File: src/verilog/dso_cfg.svh
`ifndef DSO_CFG_SVH
`define DSO_CFG_SVH
// Operation
// [RL1] Frequency arrival while output and reference differ by at most 2.5 Hz.
// [RL2] Frequency detected above level, cleared below level minus 1 Hz.
// [RL3] Undervoltage below threshold, cleared above it, held during trip.
// [RL4] Run commands are ignored while the undervoltage flag is on.
// [RL5] Output limiting from limiter, hardware limit or auto decel, 100 ms min.
// [RL6] Restart flag in modes 3 to 5 during dip ride-through or restart.
// [RL7] Overload warning above current level; same level drives current detect.
// [RL8] Ready after precharge and init done with no protection active.
// [RL9] Contactor on at run command, off after decel stop; coast/alarm at once.
// [RL10] Auto-reset flag on while an automatic reset sequence runs.
// [RL11] Heat-sink warning at trip minus 5 C, off at minus 8 C, or fan locked.
// [RL12] Service-life flag on end of life of capacitor or fan, or fan locked.
// [RL13] Command-loss flag while analog command lost, off when it resumes.
// [RL14] Overload-prevention flag while active, each pulse at least 100 ms.
// [RL15] Current detected after timer above level, 100 ms min, off below 90%.
// [RL16] PID-active flag when PID not cancelled and run command present.
// [RL17] Low-flow stop flag while stopped by slow-flowrate PID function.
// [RL18] Low torque after timer below torque level, 100 ms minimum.
// [RL19] Remote flag set when operating mode changes from local to remote.
// [RL20] With permit assigned, run command only prepares; permit starts motion.
// [RL21] Current-input loss below 2 mA, cleared at 2 mA or more.
// [RL22] Any-alarm flag while a protective function has put drive in alarm.
// [RL23] Code plus 1000 inverts a terminal; line switching codes cannot invert.
// [RL24] Terminal selectors; unknown codes inactive; widths counted in ms ticks.

// Units: frequency 0.01 Hz, temperature 1 C, input current 0.01 mA
`define DSO_ARRIVE_TOL      16'h00FA
`define DSO_FDT_HYST        16'h0064
`define DSO_HS_WARN_ON      16'h0005
`define DSO_HS_WARN_OFF     16'h0008
`define DSO_C1_MIN          16'h00C8
`define DSO_MIN_ON_MS       16'h0064
`define DSO_INV_OFS         11'h3E8
`define DSO_CLK_MHZ         250
`define DSO_TICK_US         1000
// Register byte offsets
`define DSO_OFS_SEL0        8'h00
`define DSO_OFS_FDTLVL      8'h20
`define DSO_OFS_CURLVL      8'h24
`define DSO_OFS_CURTMR      8'h28
`define DSO_OFS_TRQLVL      8'h2C
`define DSO_OFS_TRQTMR      8'h30
`define DSO_OFS_MODE        8'h34
`define DSO_OFS_UVLVL       8'h38
`define DSO_OFS_HSTRIP      8'h3C
`define DSO_OFS_FLAGS       8'h40
`define DSO_OFS_TERM        8'h44
`endif

File: src/verilog/dso_pkg.sv
package dso_pkg;
  // Live drive quantities
  typedef struct packed {
    logic [15:0]        outFreq;
    logic [15:0]        refFreq;
    logic [15:0]        dcVolt;
    logic [15:0]        outCur;
    logic signed [15:0] torque;
    logic [15:0]        hsTemp;
    logic [15:0]        c1Cur;
  } dso_meas_t;
  // Drive state bits
  typedef struct packed {
    logic runCmd;
    logic coastCmd;
    logic motorStopped;
    logic rideThrough;
    logic uvShutdown;
    logic uvTrip;
    logic precharged;
    logic ctrlInitDone;
    logic protActive;
    logic alarmMode;
    logic swCurLimit;
    logic hwCurLimit;
    logic autoDecel;
    logic autoResetBusy;
    logic capLifeEnd;
    logic fanLifeEnd;
    logic fanLocked;
    logic cmdLoss;
    logic overloadPrev;
    logic pidCancel;
    logic pidLowFlowStop;
    logic remoteMode;
    logic runPermit;
  } dso_state_t;
  typedef enum logic [2:0] {
    DSO_IDLE  = 3'b001,
    DSO_CHASE = 3'b010,
    DSO_RESTART = 3'b100
  } dso_dip_t;
endpackage

File: src/verilog/dso_status_flags.sv
`timescale 1ns/100ps
`default_nettype none
`include "dso_cfg.svh"
module dso_status_flags #(
  parameter int NUM_TERM    = 5,
  parameter int TICK_CYCLES = `DSO_CLK_MHZ * `DSO_TICK_US
) (
  // Clock and reset
  input  wire logic                       clk,
  input  wire logic                       arst_n,
  // Wishbone slave
  input  wire logic                       wb_cyc_i,
  input  wire logic                       wb_stb_i,
  input  wire logic                       wb_we_i,
  input  wire logic [7:0]                 wb_adr_i,
  input  wire logic [3:0]                 wb_sel_i,
  input  wire logic [31:0]                wb_dat_i,
  output logic      [31:0]                wb_dat_o,
  output logic                            wb_ack_o,
  // Drive quantities and states
  input  wire dso_pkg::dso_meas_t         meas,
  input  wire dso_pkg::dso_state_t        drvState,
  // Run gating and terminals
  output logic                            motorStart,
  output logic [NUM_TERM-1:0]             termOut
);
  import dso_pkg::*;

  // ----------------------------------------------------------
  // Flag positions
  // ----------------------------------------------------------
  localparam int FW = 22;
  localparam int F_ARR = 0, F_FDT = 1, F_UV = 2, F_IOL = 3;
  localparam int F_IPF = 4, F_OL = 5, F_RDY = 6, F_AX = 7;
  localparam int F_TRY = 8, F_OH = 9, F_LIFE = 10, F_REF = 11;
  localparam int F_OLP = 12, F_ID = 13, F_PIDC = 14, F_PIDS = 15;
  localparam int F_UTL = 16, F_RMT = 17, F_AX2 = 18, F_C1 = 19;
  localparam int F_ALM = 20, F_RUN = 21;

  // ----------------------------------------------------------
  // Helpers
  // ----------------------------------------------------------
  function automatic logic [15:0] absDiff(input logic [15:0] a,
                                          input logic [15:0] b);
    absDiff = (a > b) ? a - b : b - a;
  endfunction

  // Terminal decode; line switching codes and unknowns give zero
  function automatic logic termSel(input logic [10:0] code,
                                   input logic [FW-1:0] f);
    logic [10:0] base;
    logic        inv;
    logic        hit;
    logic        v;
    inv  = code >= `DSO_INV_OFS;                    // see [RL23]
    base = inv ? code - `DSO_INV_OFS : code;
    hit  = 1'b1;
    case (base)
      11'd1:   v = f[F_ARR];
      11'd2:   v = f[F_FDT];
      11'd3:   v = f[F_UV];
      11'd5:   v = f[F_IOL];
      11'd6:   v = f[F_IPF];
      11'd7:   v = f[F_OL];
      11'd10:  v = f[F_RDY];
      11'd15:  v = f[F_AX];
      11'd26:  v = f[F_TRY];
      11'd28:  v = f[F_OH];
      11'd30:  v = f[F_LIFE];
      11'd33:  v = f[F_REF];
      11'd36:  v = f[F_OLP];
      11'd37:  v = f[F_ID];
      11'd43:  v = f[F_PIDC];
      11'd44:  v = f[F_PIDS];
      11'd45:  v = f[F_UTL];
      11'd54:  v = f[F_RMT];
      11'd55:  v = f[F_AX2];
      11'd59:  v = f[F_C1];
      11'd99:  v = f[F_ALM];
      default: begin
        v   = 1'b0;
        hit = 1'b0;                                 // see [RL24]
      end
    endcase
    termSel = hit & (v ^ inv);
  endfunction

  // ----------------------------------------------------------
  // Registers
  // ----------------------------------------------------------
  logic [10:0]   selReg [NUM_TERM];
  logic [15:0]   fdtLvlReg;
  logic [15:0]   curLvlReg;
  logic [19:0]   curTmrReg;
  logic signed [15:0] trqLvlReg;
  logic [19:0]   trqTmrReg;
  logic [2:0]    restartModeReg;
  logic          hwLimEnReg;
  logic [3:0]    autoDecelModeReg;
  logic          permitAssignedReg;
  logic [15:0]   uvLvlReg;
  logic [15:0]   hsTripReg;
  logic          ackReg;
  logic [31:0]   rdataReg;

  // ----------------------------------------------------------
  // Bus decode
  // ----------------------------------------------------------
  wire logic        busReq  = wb_cyc_i & wb_stb_i & ~ackReg;
  wire logic [7:0]  wordAdr = {wb_adr_i[7:2], 2'b00};
  wire logic        selFull = &wb_sel_i;
  wire logic [5:0]  selIdx  = wb_adr_i[7:2];
  wire logic        selHit  = wordAdr < `DSO_OFS_SEL0 + 8'(4 * NUM_TERM);
  wire logic [FW-1:0] flags;
  wire logic [31:0] termWord = 32'(termOut);
  logic      [31:0] rdataNext;

  // Read mux; unmapped words read as zero
  always_comb begin
    rdataNext = 32'h0000_0000;
    if (selHit)
      rdataNext = {21'h00_0000, selReg[selIdx[2:0]]};
    else
      case (wordAdr)
        `DSO_OFS_FDTLVL: rdataNext = {16'h0000, fdtLvlReg};
        `DSO_OFS_CURLVL: rdataNext = {16'h0000, curLvlReg};
        `DSO_OFS_CURTMR: rdataNext = {12'h000, curTmrReg};
        `DSO_OFS_TRQLVL: rdataNext = {16'h0000, trqLvlReg};
        `DSO_OFS_TRQTMR: rdataNext = {12'h000, trqTmrReg};
        `DSO_OFS_MODE:   rdataNext = {15'h0000, permitAssignedReg,
                                      4'h0, autoDecelModeReg, 3'h0,
                                      hwLimEnReg, 1'b0, restartModeReg};
        `DSO_OFS_UVLVL:  rdataNext = {16'h0000, uvLvlReg};
        `DSO_OFS_HSTRIP: rdataNext = {16'h0000, hsTripReg};
        `DSO_OFS_FLAGS:  rdataNext = 32'(flags);
        `DSO_OFS_TERM:   rdataNext = termWord;
        default:         rdataNext = 32'h0000_0000;
      endcase
  end

  // One wait state: ack the cycle after the request, drop next
  always_ff @(posedge clk or negedge arst_n) begin
    if (!arst_n) begin
      ackReg   <= 1'b0;
      rdataReg <= 32'h0000_0000;
    end else begin
      ackReg   <= busReq;
      rdataReg <= rdataNext;
    end
  end
  assign wb_ack_o = ackReg;
  assign wb_dat_o = rdataReg;

  // Writes land on the ack edge; partial byte enables are ignored
  wire logic cfgWr = wb_cyc_i & wb_stb_i & wb_we_i & ackReg & selFull;
  always_ff @(posedge clk or negedge arst_n) begin
    if (!arst_n) begin
      for (int i = 0; i < NUM_TERM; i++)
        selReg[i] <= 11'h000;
    end else if (cfgWr && selHit) begin
      selReg[selIdx[2:0]] <= wb_dat_i[10:0];     // see [RL24]
    end
  end

  always_ff @(posedge clk or negedge arst_n) begin
    if (!arst_n) begin
      fdtLvlReg <= 16'h0000;
      curLvlReg <= 16'h0000;
      curTmrReg <= 20'h0_0000;
      trqLvlReg <= 16'h0000;
      trqTmrReg <= 20'h0_0000;
      uvLvlReg  <= 16'h0000;
      hsTripReg <= 16'h0000;
    end else if (cfgWr) begin
      case (wordAdr)
        `DSO_OFS_FDTLVL: fdtLvlReg <= wb_dat_i[15:0];
        `DSO_OFS_CURLVL: curLvlReg <= wb_dat_i[15:0];
        `DSO_OFS_CURTMR: curTmrReg <= wb_dat_i[19:0];
        `DSO_OFS_TRQLVL: trqLvlReg <= wb_dat_i[15:0];
        `DSO_OFS_TRQTMR: trqTmrReg <= wb_dat_i[19:0];
        `DSO_OFS_UVLVL:  uvLvlReg  <= wb_dat_i[15:0];
        `DSO_OFS_HSTRIP: hsTripReg <= wb_dat_i[15:0];
        default: ;
      endcase
    end
  end

  always_ff @(posedge clk or negedge arst_n) begin
    if (!arst_n) begin
      restartModeReg    <= 3'h0;
      hwLimEnReg        <= 1'b0;
      autoDecelModeReg  <= 4'h0;
      permitAssignedReg <= 1'b0;
    end else if (cfgWr && wordAdr == `DSO_OFS_MODE) begin
      restartModeReg    <= wb_dat_i[2:0];
      hwLimEnReg        <= wb_dat_i[4];
      autoDecelModeReg  <= wb_dat_i[11:8];
      permitAssignedReg <= wb_dat_i[16];
    end
  end

  // ----------------------------------------------------------
  // Millisecond tick
  // ----------------------------------------------------------
  logic [31:0] tickCntReg;
  wire logic   msTick = tickCntReg == 32'(TICK_CYCLES - 1);
  always_ff @(posedge clk or negedge arst_n) begin
    if (!arst_n)
      tickCntReg <= 32'h0000_0000;
    else
      tickCntReg <= msTick ? 32'h0000_0000 : tickCntReg + 32'h0000_0001;
  end

  // ----------------------------------------------------------
  // Comparator flags
  // ----------------------------------------------------------
  wire logic arrive = absDiff(meas.outFreq, meas.refFreq)
                      <= `DSO_ARRIVE_TOL;              // see [RL1]
  wire logic fdtOn  = meas.outFreq > fdtLvlReg;
  wire logic fdtOff = 17'(meas.outFreq) + 17'(`DSO_FDT_HYST)
                      < 17'(fdtLvlReg);
  wire logic curOver = (curLvlReg != 16'h0000)
                       && meas.outCur > curLvlReg;     // see [RL7]
  wire logic curLow  = 20'(meas.outCur) * 20'd10
                       < 20'(curLvlReg) * 20'd9;       // see [RL15]
  wire logic trqLow  = meas.torque < trqLvlReg;
  wire logic hsOn  = 17'(meas.hsTemp) + 17'(`DSO_HS_WARN_ON)
                     > 17'(hsTripReg);
  wire logic hsOff = 17'(meas.hsTemp) + 17'(`DSO_HS_WARN_OFF)
                     <= 17'(hsTripReg);

  logic fdtReg;
  logic uvReg;
  logic hsReg;
  // Hysteresis latches; between the two thresholds they hold
  always_ff @(posedge clk or negedge arst_n) begin
    if (!arst_n) begin
      fdtReg <= 1'b0;
      uvReg  <= 1'b0;
      hsReg  <= 1'b0;
    end else begin
      if (fdtOn)
        fdtReg <= 1'b1;                                // see [RL2]
      else if (fdtOff)
        fdtReg <= 1'b0;
      if (meas.dcVolt < uvLvlReg)
        uvReg <= 1'b1;                                 // see [RL3]
      else if (meas.dcVolt > uvLvlReg)
        uvReg <= 1'b0;
      if (hsOn)
        hsReg <= 1'b1;                                 // see [RL11]
      else if (hsOff)
        hsReg <= 1'b0;
    end
  end
  wire logic uvFlag = uvReg | drvState.uvTrip;         // see [RL3]

  // ----------------------------------------------------------
  // Persistence timers for current and torque detection
  // ----------------------------------------------------------
  logic [19:0] curTimeReg;
  logic [19:0] trqTimeReg;
  always_ff @(posedge clk or negedge arst_n) begin
    if (!arst_n) begin
      curTimeReg <= 20'h0_0000;
      trqTimeReg <= 20'h0_0000;
    end else begin
      if (!curOver)
        curTimeReg <= 20'h0_0000;
      else if (msTick && curTimeReg <= curTmrReg)
        curTimeReg <= curTimeReg + 20'h0_0001;
      if (!trqLow)
        trqTimeReg <= 20'h0_0000;
      else if (msTick && trqTimeReg <= trqTmrReg)
        trqTimeReg <= trqTimeReg + 20'h0_0001;
    end
  end
  wire logic curTrig = curTimeReg > curTmrReg;         // see [RL15]
  wire logic trqTrig = trqTimeReg > trqTmrReg;         // see [RL18]

  // ----------------------------------------------------------
  // Minimum on-width stretchers: OUTPUT_LIMITING, OVERLOAD_PREVENT_ACTIVE, ID, low torque
  // ----------------------------------------------------------
  localparam int NS = 4;
  wire logic limAct = drvState.swCurLimit
                    | (drvState.hwCurLimit & hwLimEnReg)
                    | (drvState.autoDecel
                       & autoDecelModeReg == 4'h3);    // see [RL5]
  logic [NS-1:0] stTrig;
  logic [NS-1:0] stHoldOff;
  logic [NS-1:0] stOutReg;
  logic [15:0]   stCntReg [NS];
  assign stTrig    = {trqTrig, curTrig, drvState.overloadPrev, limAct};
  // ID holds past its trigger until current drops under 90%
  assign stHoldOff = {~trqTrig, curLow, ~drvState.overloadPrev, ~limAct};

  // Flag falls only when its cause is gone and 100 ms have passed
  always_ff @(posedge clk or negedge arst_n) begin
    if (!arst_n) begin
      stOutReg <= '0;
      for (int i = 0; i < NS; i++)
        stCntReg[i] <= 16'h0000;
    end else begin
      for (int i = 0; i < NS; i++) begin
        if (!stOutReg[i]) begin
          stOutReg[i] <= stTrig[i];                    // see [RL14]
          stCntReg[i] <= 16'h0000;
        end else begin
          if (msTick && stCntReg[i] < `DSO_MIN_ON_MS)
            stCntReg[i] <= stCntReg[i] + 16'h0001;   // see [RL24]
          if (stHoldOff[i] && stCntReg[i] >= `DSO_MIN_ON_MS)
            stOutReg[i] <= 1'b0;                       // see [RL5]
        end
      end
    end
  end

  // ----------------------------------------------------------
  // Power dip restart tracking
  // ----------------------------------------------------------
  wire logic ipfEn = restartModeReg >= 3'h3
                   && restartModeReg <= 3'h5;
  dso_dip_t dipReg;
  dso_dip_t dipNext;
  // Shutdown latches the flag until output regains the reference
  always_comb begin
    dipNext = dipReg;
    case (dipReg)
      DSO_IDLE:
        if (ipfEn && drvState.uvShutdown)
          dipNext = DSO_RESTART;
        else if (ipfEn && drvState.rideThrough)
          dipNext = DSO_CHASE;
      DSO_CHASE:
        if (drvState.uvShutdown)
          dipNext = DSO_RESTART;
        else if (!drvState.rideThrough || !ipfEn)
          dipNext = DSO_IDLE;
      DSO_RESTART:
        if (!ipfEn || (arrive && !drvState.motorStopped
                       && !drvState.uvShutdown))
          dipNext = DSO_IDLE;
      default: dipNext = DSO_IDLE;
    endcase
  end
  always_ff @(posedge clk or negedge arst_n) begin
    if (!arst_n)
      dipReg <= DSO_IDLE;
    else
      dipReg <= dipNext;
  end
  wire logic ipfFlag = dipReg != DSO_IDLE;             // see [RL6]

  // ----------------------------------------------------------
  // Run sequencing, contactor and remote edge
  // ----------------------------------------------------------
  wire logic runOk   = drvState.runCmd & ~uvFlag;      // see [RL4]
  wire logic rdyFlag = drvState.precharged & drvState.ctrlInitDone
                     & ~drvState.protActive;           // see [RL8]
  // Without a permit input the run command starts the motor directly
  wire logic startOk = runOk & rdyFlag
                     & (drvState.runPermit | ~permitAssignedReg);
  logic axReg;
  logic runReg;
  logic remPrevReg;
  logic rmtReg;
  always_ff @(posedge clk or negedge arst_n) begin
    if (!arst_n) begin
      axReg      <= 1'b0;
      runReg     <= 1'b0;
      remPrevReg <= 1'b0;
      rmtReg     <= 1'b0;
    end else begin
      if (drvState.coastCmd || drvState.alarmMode)
        axReg <= 1'b0;                                 // see [RL9]
      else if (runOk)
        axReg <= 1'b1;
      else if (drvState.motorStopped)
        axReg <= 1'b0;
      runReg     <= startOk;                           // see [RL20]
      remPrevReg <= drvState.remoteMode;
      if (drvState.remoteMode && !remPrevReg)
        rmtReg <= 1'b1;                                // see [RL19]
      else if (!drvState.remoteMode)
        rmtReg <= 1'b0;
    end
  end
  assign motorStart = runReg;

  // ----------------------------------------------------------
  // Flag vector
  // ----------------------------------------------------------
  assign flags[F_ARR]  = arrive;
  assign flags[F_FDT]  = fdtReg;
  assign flags[F_UV]   = uvFlag;
  assign flags[F_IOL]  = stOutReg[0];
  assign flags[F_IPF]  = ipfFlag;
  assign flags[F_OL]   = curOver;
  assign flags[F_RDY]  = rdyFlag;
  assign flags[F_AX]   = axReg;
  assign flags[F_TRY]  = drvState.autoResetBusy;      // see [RL10]
  assign flags[F_OH]   = hsReg | drvState.fanLocked;  // see [RL11]
  assign flags[F_LIFE] = drvState.capLifeEnd
                       | drvState.fanLifeEnd
                       | drvState.fanLocked;          // see [RL12]
  assign flags[F_REF]  = drvState.cmdLoss;            // see [RL13]
  assign flags[F_OLP]  = stOutReg[1];
  assign flags[F_ID]   = stOutReg[2];
  assign flags[F_PIDC] = ~drvState.pidCancel
                       & drvState.runCmd;             // see [RL16]
  assign flags[F_PIDS] = drvState.pidLowFlowStop
                       & ~drvState.pidCancel;         // see [RL17]
  assign flags[F_UTL]  = stOutReg[3];
  assign flags[F_RMT]  = rmtReg;
  assign flags[F_AX2]  = permitAssignedReg & runOk
                       & ~drvState.runPermit;         // see [RL20]
  assign flags[F_C1]   = meas.c1Cur < `DSO_C1_MIN;   // see [RL21]
  assign flags[F_ALM]  = drvState.alarmMode;          // see [RL22]
  assign flags[F_RUN]  = runReg;

  // ----------------------------------------------------------
  // Output terminals, registered
  // ----------------------------------------------------------
  logic [NUM_TERM-1:0] termNext;
  logic [NUM_TERM-1:0] termReg;
  always_comb begin
    for (int i = 0; i < NUM_TERM; i++)
      termNext[i] = termSel(selReg[i], flags);        // see [RL23]
  end
  always_ff @(posedge clk or negedge arst_n) begin
    if (!arst_n)
      termReg <= '0;
    else
      termReg <= termNext;
  end
  assign termOut = termReg;

endmodule
`default_nettype wire
File: config.mk
export PLATFORM = sky130hd
export DESIGN_NAME = dso_status_flags
export DESIGN_NICKNAME = d
export VERILOG_FILES = /design/src/verilog/dso_pkg.sv /design/src/verilog/dso_status_flags.sv
export VERILOG_INCLUDE_DIRS = /design/src /design/src/verilog
export SDC_FILE = /design/constraint.sdc
export NUM_CORES = 1
export LEC_CHECK = 0
export BUFFER_PORTS_ARGS = -buffer_cell sky130_fd_sc_hd__buf_2
export CAP_MARGIN = 20
export CORE_MARGIN = 5
export CORE_UTILIZATION = 35
export DETAILED_ROUTE_END_ITERATION = 7
export PLACE_DENSITY_LB_ADDON = 0.05
export SLEW_MARGIN = 20
export SYNTH_ARGS = -nofsm -noshare
export SYNTH_HDL_FRONTEND = slang
export SYNTH_SLANG_ARGS = --single-unit
File: constraint.sdc
create_clock -name clk -period 6 [get_ports clk]
set_clock_uncertainty 0.15 [all_clocks]
set_input_delay 0.9 -clock clk [delete_from_list [all_inputs] [get_ports clk]]
set_output_delay 0.9 -clock clk [all_outputs]
set_load 0.005 [all_outputs]
Word-level counts from Yosys, hierarchy flattened
Cells that the tools add are included.
{"block": "totals", "ff_bits": 372, "elab_cells": 371}
{"block": "op_classes", "addsub": 17, "mul": 2, "magnitude_cmp": 34, "eq_ne": 131, "mux": 62, "n_bitwise": 43, "reduce_logical": 47}
{"cell": "$eq 11x6->1 const B", "n": 45}
{"cell": "$pmux 22 s10", "n": 1}
{"cell": "$eq 11x3->1 const B", "n": 15}
{"cell": "$eq 11x5->1 const B", "n": 15}
{"cell": "$mux 16", "n": 9}
{"cell": "$eq 11x2->1 const B", "n": 10}
{"cell": "$eq 11x4->1 const B", "n": 10}
{"cell": "$pmux 1 s21", "n": 5}
{"cell": "$reduce_or 21->1", "n": 5}
{"cell": "$mux 11", "n": 8}
{"cell": "$mux 20", "n": 4}
{"cell": "$add 16x1->16 const B", "n": 4}
{"cell": "$ge 16x7->1 const B", "n": 4}
{"cell": "$gt 16x16->1", "n": 4}
{"cell": "$lt 16x7->1 const B", "n": 4}
{"cell": "$mux 32", "n": 2}
{"cell": "$bwmux 55", "n": 1}
{"cell": "$eq 11x1->1 const B", "n": 5}
{"cell": "$eq 11x7->1 const B", "n": 5}
{"cell": "$ge 11x10->1 const B", "n": 5}
{"cell": "$sub 11x10->11 const B", "n": 5}
{"cell": "$eq 6x4->1 const B", "n": 8}
{"cell": "$add 20x1->20 const B", "n": 2}
{"cell": "$gt 20x20->1", "n": 2}
{"cell": "49 further kinds", "n": 158}

Logic depth before layout (Yosys ltp)
{"block": "depth", "word_depth": 8, "mapped_depth": 19}

Worst setup path after synthesis
No wires, ideal clock.
{"block": "synth_path", "kind": "input-to-reg", "startpoint": "input meas[49] in the netlist's numbering", "endpoint": "register stOutReg[2]", "arrival_time_ns": 4.328, "required_time_ns": 5.717, "slack_ns": 1.390, "path_stages": 19, "path_buffers": 0, "path_cell_list": "ha_1 > ha_1 > fa_1 > a21o_1 > a21oi_1 > o21bai_1 > a21oi_1 > o21bai_1 > a21oi_1 > nor2b_1 > o21ai_0 > a21oi_1 > o41ai_1 > xnor2_1 > ha_1 > a21o_1 > a211oi_1 > nand3_1 > a2bb2oi_1"}
{"block": "synth_via", "elab_chain_cells": 5}
{"element": "from (decl)", "line_no": "dso_status_flags.sv:21", "source": "input wire dso_pkg::dso_meas_t meas,"}
{"element": "$mul 16x3->19", "line_no": "dso_status_flags.sv:224", "source": "wire logic curLow = 20'(meas.outCur) * 20'd10"}
{"element": "$lt 20x20->1", "line_no": "dso_status_flags.sv:225", "source": "< 20'(curLvlReg) * 20'd9;"}
{"element": "$logic_and 1x1->1 (no line)"}
{"element": "$mux 1", "line_no": "dso_status_flags.sv:311", "source": "if (stHoldOff[i] && stCntReg[i] >= `DSO_MIN_ON_MS)"}
{"element": "$mux 1", "line_no": "dso_status_flags.sv:305", "source": "if (!stOutReg[i]) begin"}
{"element": "to (signal, indexed assignment)", "line_no": "dso_status_flags.sv:306", "source": "stOutReg[i] <= stTrig[i];"}
{"element": "to (decl)", "line_no": "dso_status_flags.sv:291", "source": "logic [NS-1:0] stOutReg;"}
Every way passes these cells.
A chain may end at the register's enable or synchronous reset.

Final worst setup path
{"block": "layout_path", "startpoint": "input meas[106] in the netlist's numbering", "endpoint": "register termReg[1], in the netlist termOut[1]"}
{"block": "layout_via", "elab_chain_cells": 6, "word_cells_on_any_way": 8}
{"element": "$sub 16x16->16 / $gt 16x16->1 (equally long branches)", "line_no": "dso_status_flags.sv:45", "source": "absDiff = (a > b) ? a - b : b - a;"}
{"element": "$mux 16 (*)", "line_no": "dso_status_flags.sv:45"}
{"element": "$le 16x8->1 (no line) (*)"}
{"element": "$pmux 1 s21 (*)", "line_no": "dso_status_flags.sv:58", "source": "case (base)"}
{"element": "$xor 1x1->1 (*)", "line_no": "dso_status_flags.sv:85", "source": "termSel = hit & (v ^ inv);"}
{"element": "$and 1x1->1 (*)", "line_no": "dso_status_flags.sv:85"}
{"element": "named net termNext[1]", "line_no": "dso_status_flags.sv:424", "source": "logic [NUM_TERM-1:0] termNext;"}
{"element": "to (signal assigned)", "line_no": "dso_status_flags.sv:434", "source": "termReg <= termNext;"}
{"element": "to (decl)", "line_no": "dso_status_flags.sv:425", "source": "logic [NUM_TERM-1:0] termReg;"}
The timed path passes the listed nets; every way through them passes the cells marked *.

==> metrics.md <==
| Metric | Value |
|---|---|
| Design Area, Final | roughly 0.031 mm^2 |
| Bufs on Longest Clock Path | 3 |
| First-pass GRT wire length | about 150 mm |
| Crit path buffers/inverters | 2 |
| Post_cts resized | 0 |
| Unrepaired setup endpoints after global routing | false |
| CORE AREA | between 0.07 and 0.08 mm^2 |
| Capture point of the worst reg-to-reg path | stOutReg[2] |
| Yosys reg bits | 362 |
| CTS tree | built |
| Pin count of the biggest net entering global routing | 121 |
| Max_slew headroom | 0.273 |
| Hold Crit Class | input pin to async pin |
| Switching Fraction | 0.272 |
| DR vias | 24,500 |
| Initial Util | 0.353 |
| Final #Nets | between 3,000 and 4,000 |
| Initial antenna violation count | 12 |
| Number of flops mapped to enable cells by yosys | 0 |
| DRC Markers | 0 |
| First-pass iteration count of the detailed router | 6 |
| Startpoint Class | input pin |
| Worst setup EP type | flop |
| Total GRT Usage | 0.237 |
| Area of the mapped netlist | about 0.027 mm^2 |
| Main synth FF type | dfrtp_1 |
| Sequential share of power | 0.406 |
| Routability cong. | between 0.8 and 0.9 |
| Run status | completed |
| Chip width | between 200 and 300 um |
| Clock power share | 0.473 |
| Reg2Reg Setup Slack | ~1100 ps |
| Critical R2R Launch | curLvlReg[4] |
| Slew Viols, Final | 0 |
| Fmax | approximately 200 MHz |
| Gr ovfl total | 0 |
| Most common library cell in the layout ignoring fill and taps | dfrtp_1 |
| Synth top area share | 0.331 |
| Routed WL | 102 mm |
| Iter 0 DRT Violations | 2,011 |
| Clk_lat worst skew | around 600 ps |
| Reg2reg path depth | 19 |
| Net Switching | 1.65 mW |
| VDD IR max | 0.165 mV |
| # hold bufs at CTS | 0 |
| H-Tree Depth | 2 |
| Critical-path maximum fanout | 16 |
| Rows | 102 |
| Worst slew pin tran | ~1100 ps |
| Die area | around 0.084 mm^2 |
| Syn-to-layout area delta | 12.9% |
| Sum Neg Setup Slack | 0 ps |
| Max stage delay on crit path | about 800 ps |
| I/O pin cnt | about 220 |
| Vias per inst | between 5 and 6 |
| Final core occ | 0.399 |
| Commonest non-fill, non-tap cells in the layout | dfrtp_1 (361), nand2_1 (285), ha_1 (272) |
| CP max-delay cell | a2111oi_0 |
| Placed Area | a little under 0.03 mm^2 |
| Avg Cell Area, Syn | between 8 and 9 um^2 |
| Async SR Flop Fraction | 1.00 |
| TritonCTS Buffers | 46 |
| Clock Sinks | between 300 and 400 |
| Root Buffer | clkbuf_16 |
| Dpl ws | ~590 ps |
| Comb power frac | 0.121 |
| CP arrival | between 5000 and 6000 ps |
| Number of global-route vias before repair | approximately 24,000 |
| Reg clk slew, reported paths | approximately 60 ps |
| Req. time, crit path | roughly 6300 ps |
| Hpwl dp | 76.6 mm |
| Avg WL per Cell | between 20 and 25 um |
| Synth warn | 0 |
| Worst Setup Slack, final | 1000 ps |
| Critical path's top delay family | compound AO/OA/AOI/OAI gates |
| Sequential area share after synthesis | 0.332 |
| Synth cell types | between 90 and 100 |
| PD cells | 196 mW/mm^2 |
| Critical Path, Cell by Cell | buf_2 -> ha_1 -> nand4_1 -> nor4_1 -> a211oi_1 -> o21a_1 -> a2111oi_0 -> buf_4 -> o2bb2ai_1 -> o2111a_2 -> nand2_2 -> o41ai_2 -> mux2_1 |
| Cells after Synth | 3,129 |
| Synth top area cells | dfrtp_1 (33%), ha_1 (12%), nand2_1 (3.9%), o21ai_0 (3.9%), nor2_1 (3.5%) |
| Worst Setup SP | meas[106] |
| Tcrit/Tclk final | 0.833 |
| Die height | between 200 and 300 um |
| Critical path type | input pin to flop |
| Area leader, netlist | dfrtp_1 |
| Share of cells above drive strength 1 | 0.131 |
| Leak | ~14 nW |
| Internal | between 4 and 5 mW |
| Tot Pwr | 6.06 mW |
| Hold violation count in the final report | 0 |
| Setup Viol. Count Final | 0 |
| Max-Cap Viols | 0 |
| ANT nets after route | 0 |
| Post-CTS Setup Inserts | 0 |
| Minimum clock period | ~5000 ps |
| PortBufs | 195 |
-- power groups by stage --
stage | clock network [mW] | registers, mW | logic [mW]
4_1_cts | 2.94 | 2.46 | 0.735
3_3_place_gp | 0 | 2.50 | 0.720
5_1_grt | 3.03 | 2.46 | 0.810
3_5_place_dp | 0 | 2.50 | 0.731
6_report | 2.86 | 2.46 | 0.731
2_1_floorplan | 0 | 2.50 | 0.401
-- cell usage after synthesis (45+ instances only) --
library cell    n
mux2_2         70
nor2_1        256
o21ai_0       211
xnor2_1        97
dfrtp_1       361
o21a_1         52
nand4_1        77
inv_1         226
nor4_1         45
a21oi_1       131
nor3_1         77
xor2_1         64
nand3_1        96
ha_1          272
nand2_1       285
nor2b_1        60
clkbuf_1      124
a21o_1         54
-- per-stage QoR --
stage	hold WS [ps]	instances
global placement	276	4253
global route	243	4335
detailed placement	286	4253
floorplan	256	3138
finish	161	4342
CTS	248	4335
-- flip-flops by register name, indices dropped and copies added (netlist names), 4 cells and up --
| signal | cells |
|---|---|
| trqLvlReg | 16 |
| hsTripReg | 16 |
| stOutReg | 4 |
| curLvlReg | 16 |
| wb_dat_o | 22 |
| stCntReg | 64 |
| selReg | 55 |
| tickCntReg | 32 |
| trqTmrReg | 20 |
| fdtLvlReg | 16 |
| uvLvlReg | 16 |
| autoDecelModeReg | 4 |
| curTmrReg | 20 |
| trqTimeReg | 20 |
| termOut | 5 |
| curTimeReg | 20 |
-- worst max-delay path by stage --
stage / to / slack (ps) / cells past startpoint
4_1_cts: stOutReg[2] / 1100 / 19
6_report: termOut[1] / 1000 / 13
3_3_place_gp: termOut[1] / 580 / 13
2_1_floorplan: stOutReg[2] / 1390 / 19
3_5_place_dp: termOut[1] / 590 / 13
5_1_grt: stOutReg[2] / 890 / 19
-- cell families after synthesis --
| group | after synthesis | synth area share |
|---|---|---|
| fa+ha+maj | 276 | 0.128 |
| simple gates | 1083 | 0.196 |
| mux | 118 | 0.0559 |
| other cells | 1 | 0.000137 |
| xor+xnor | 161 | 0.0517 |
| flops | 362 | 0.332 |
| compound gates | 749 | 0.182 |
| buf+inv | 379 | 0.0546 |
-- layer usage --
metal	GRT usage	routed length (um)	vias to the layer above
met4	0.0688	3230	0
met5	0	0	-
li1	-	-	11600
met2	0.389	46600	871
met1	0.330	46000	11900
met3	0.0312	6010	165
-- area by class of cell --
cell class / instances / area (um^2)
Fill cell: 7981 / 46500
Multi-Input combinational cell: 2397 / 16800
Sequential cell: 362 / 9060
Tap cell: 1040 / 1300
Clock buffer: 58 / 1260
Timing Repair Buffer: 227 / 1250
Inverter: 227 / 852
Clock inverter: 24 / 275
Antenna cell: 7 / 17.5
(Power assumes the default switching activity.)
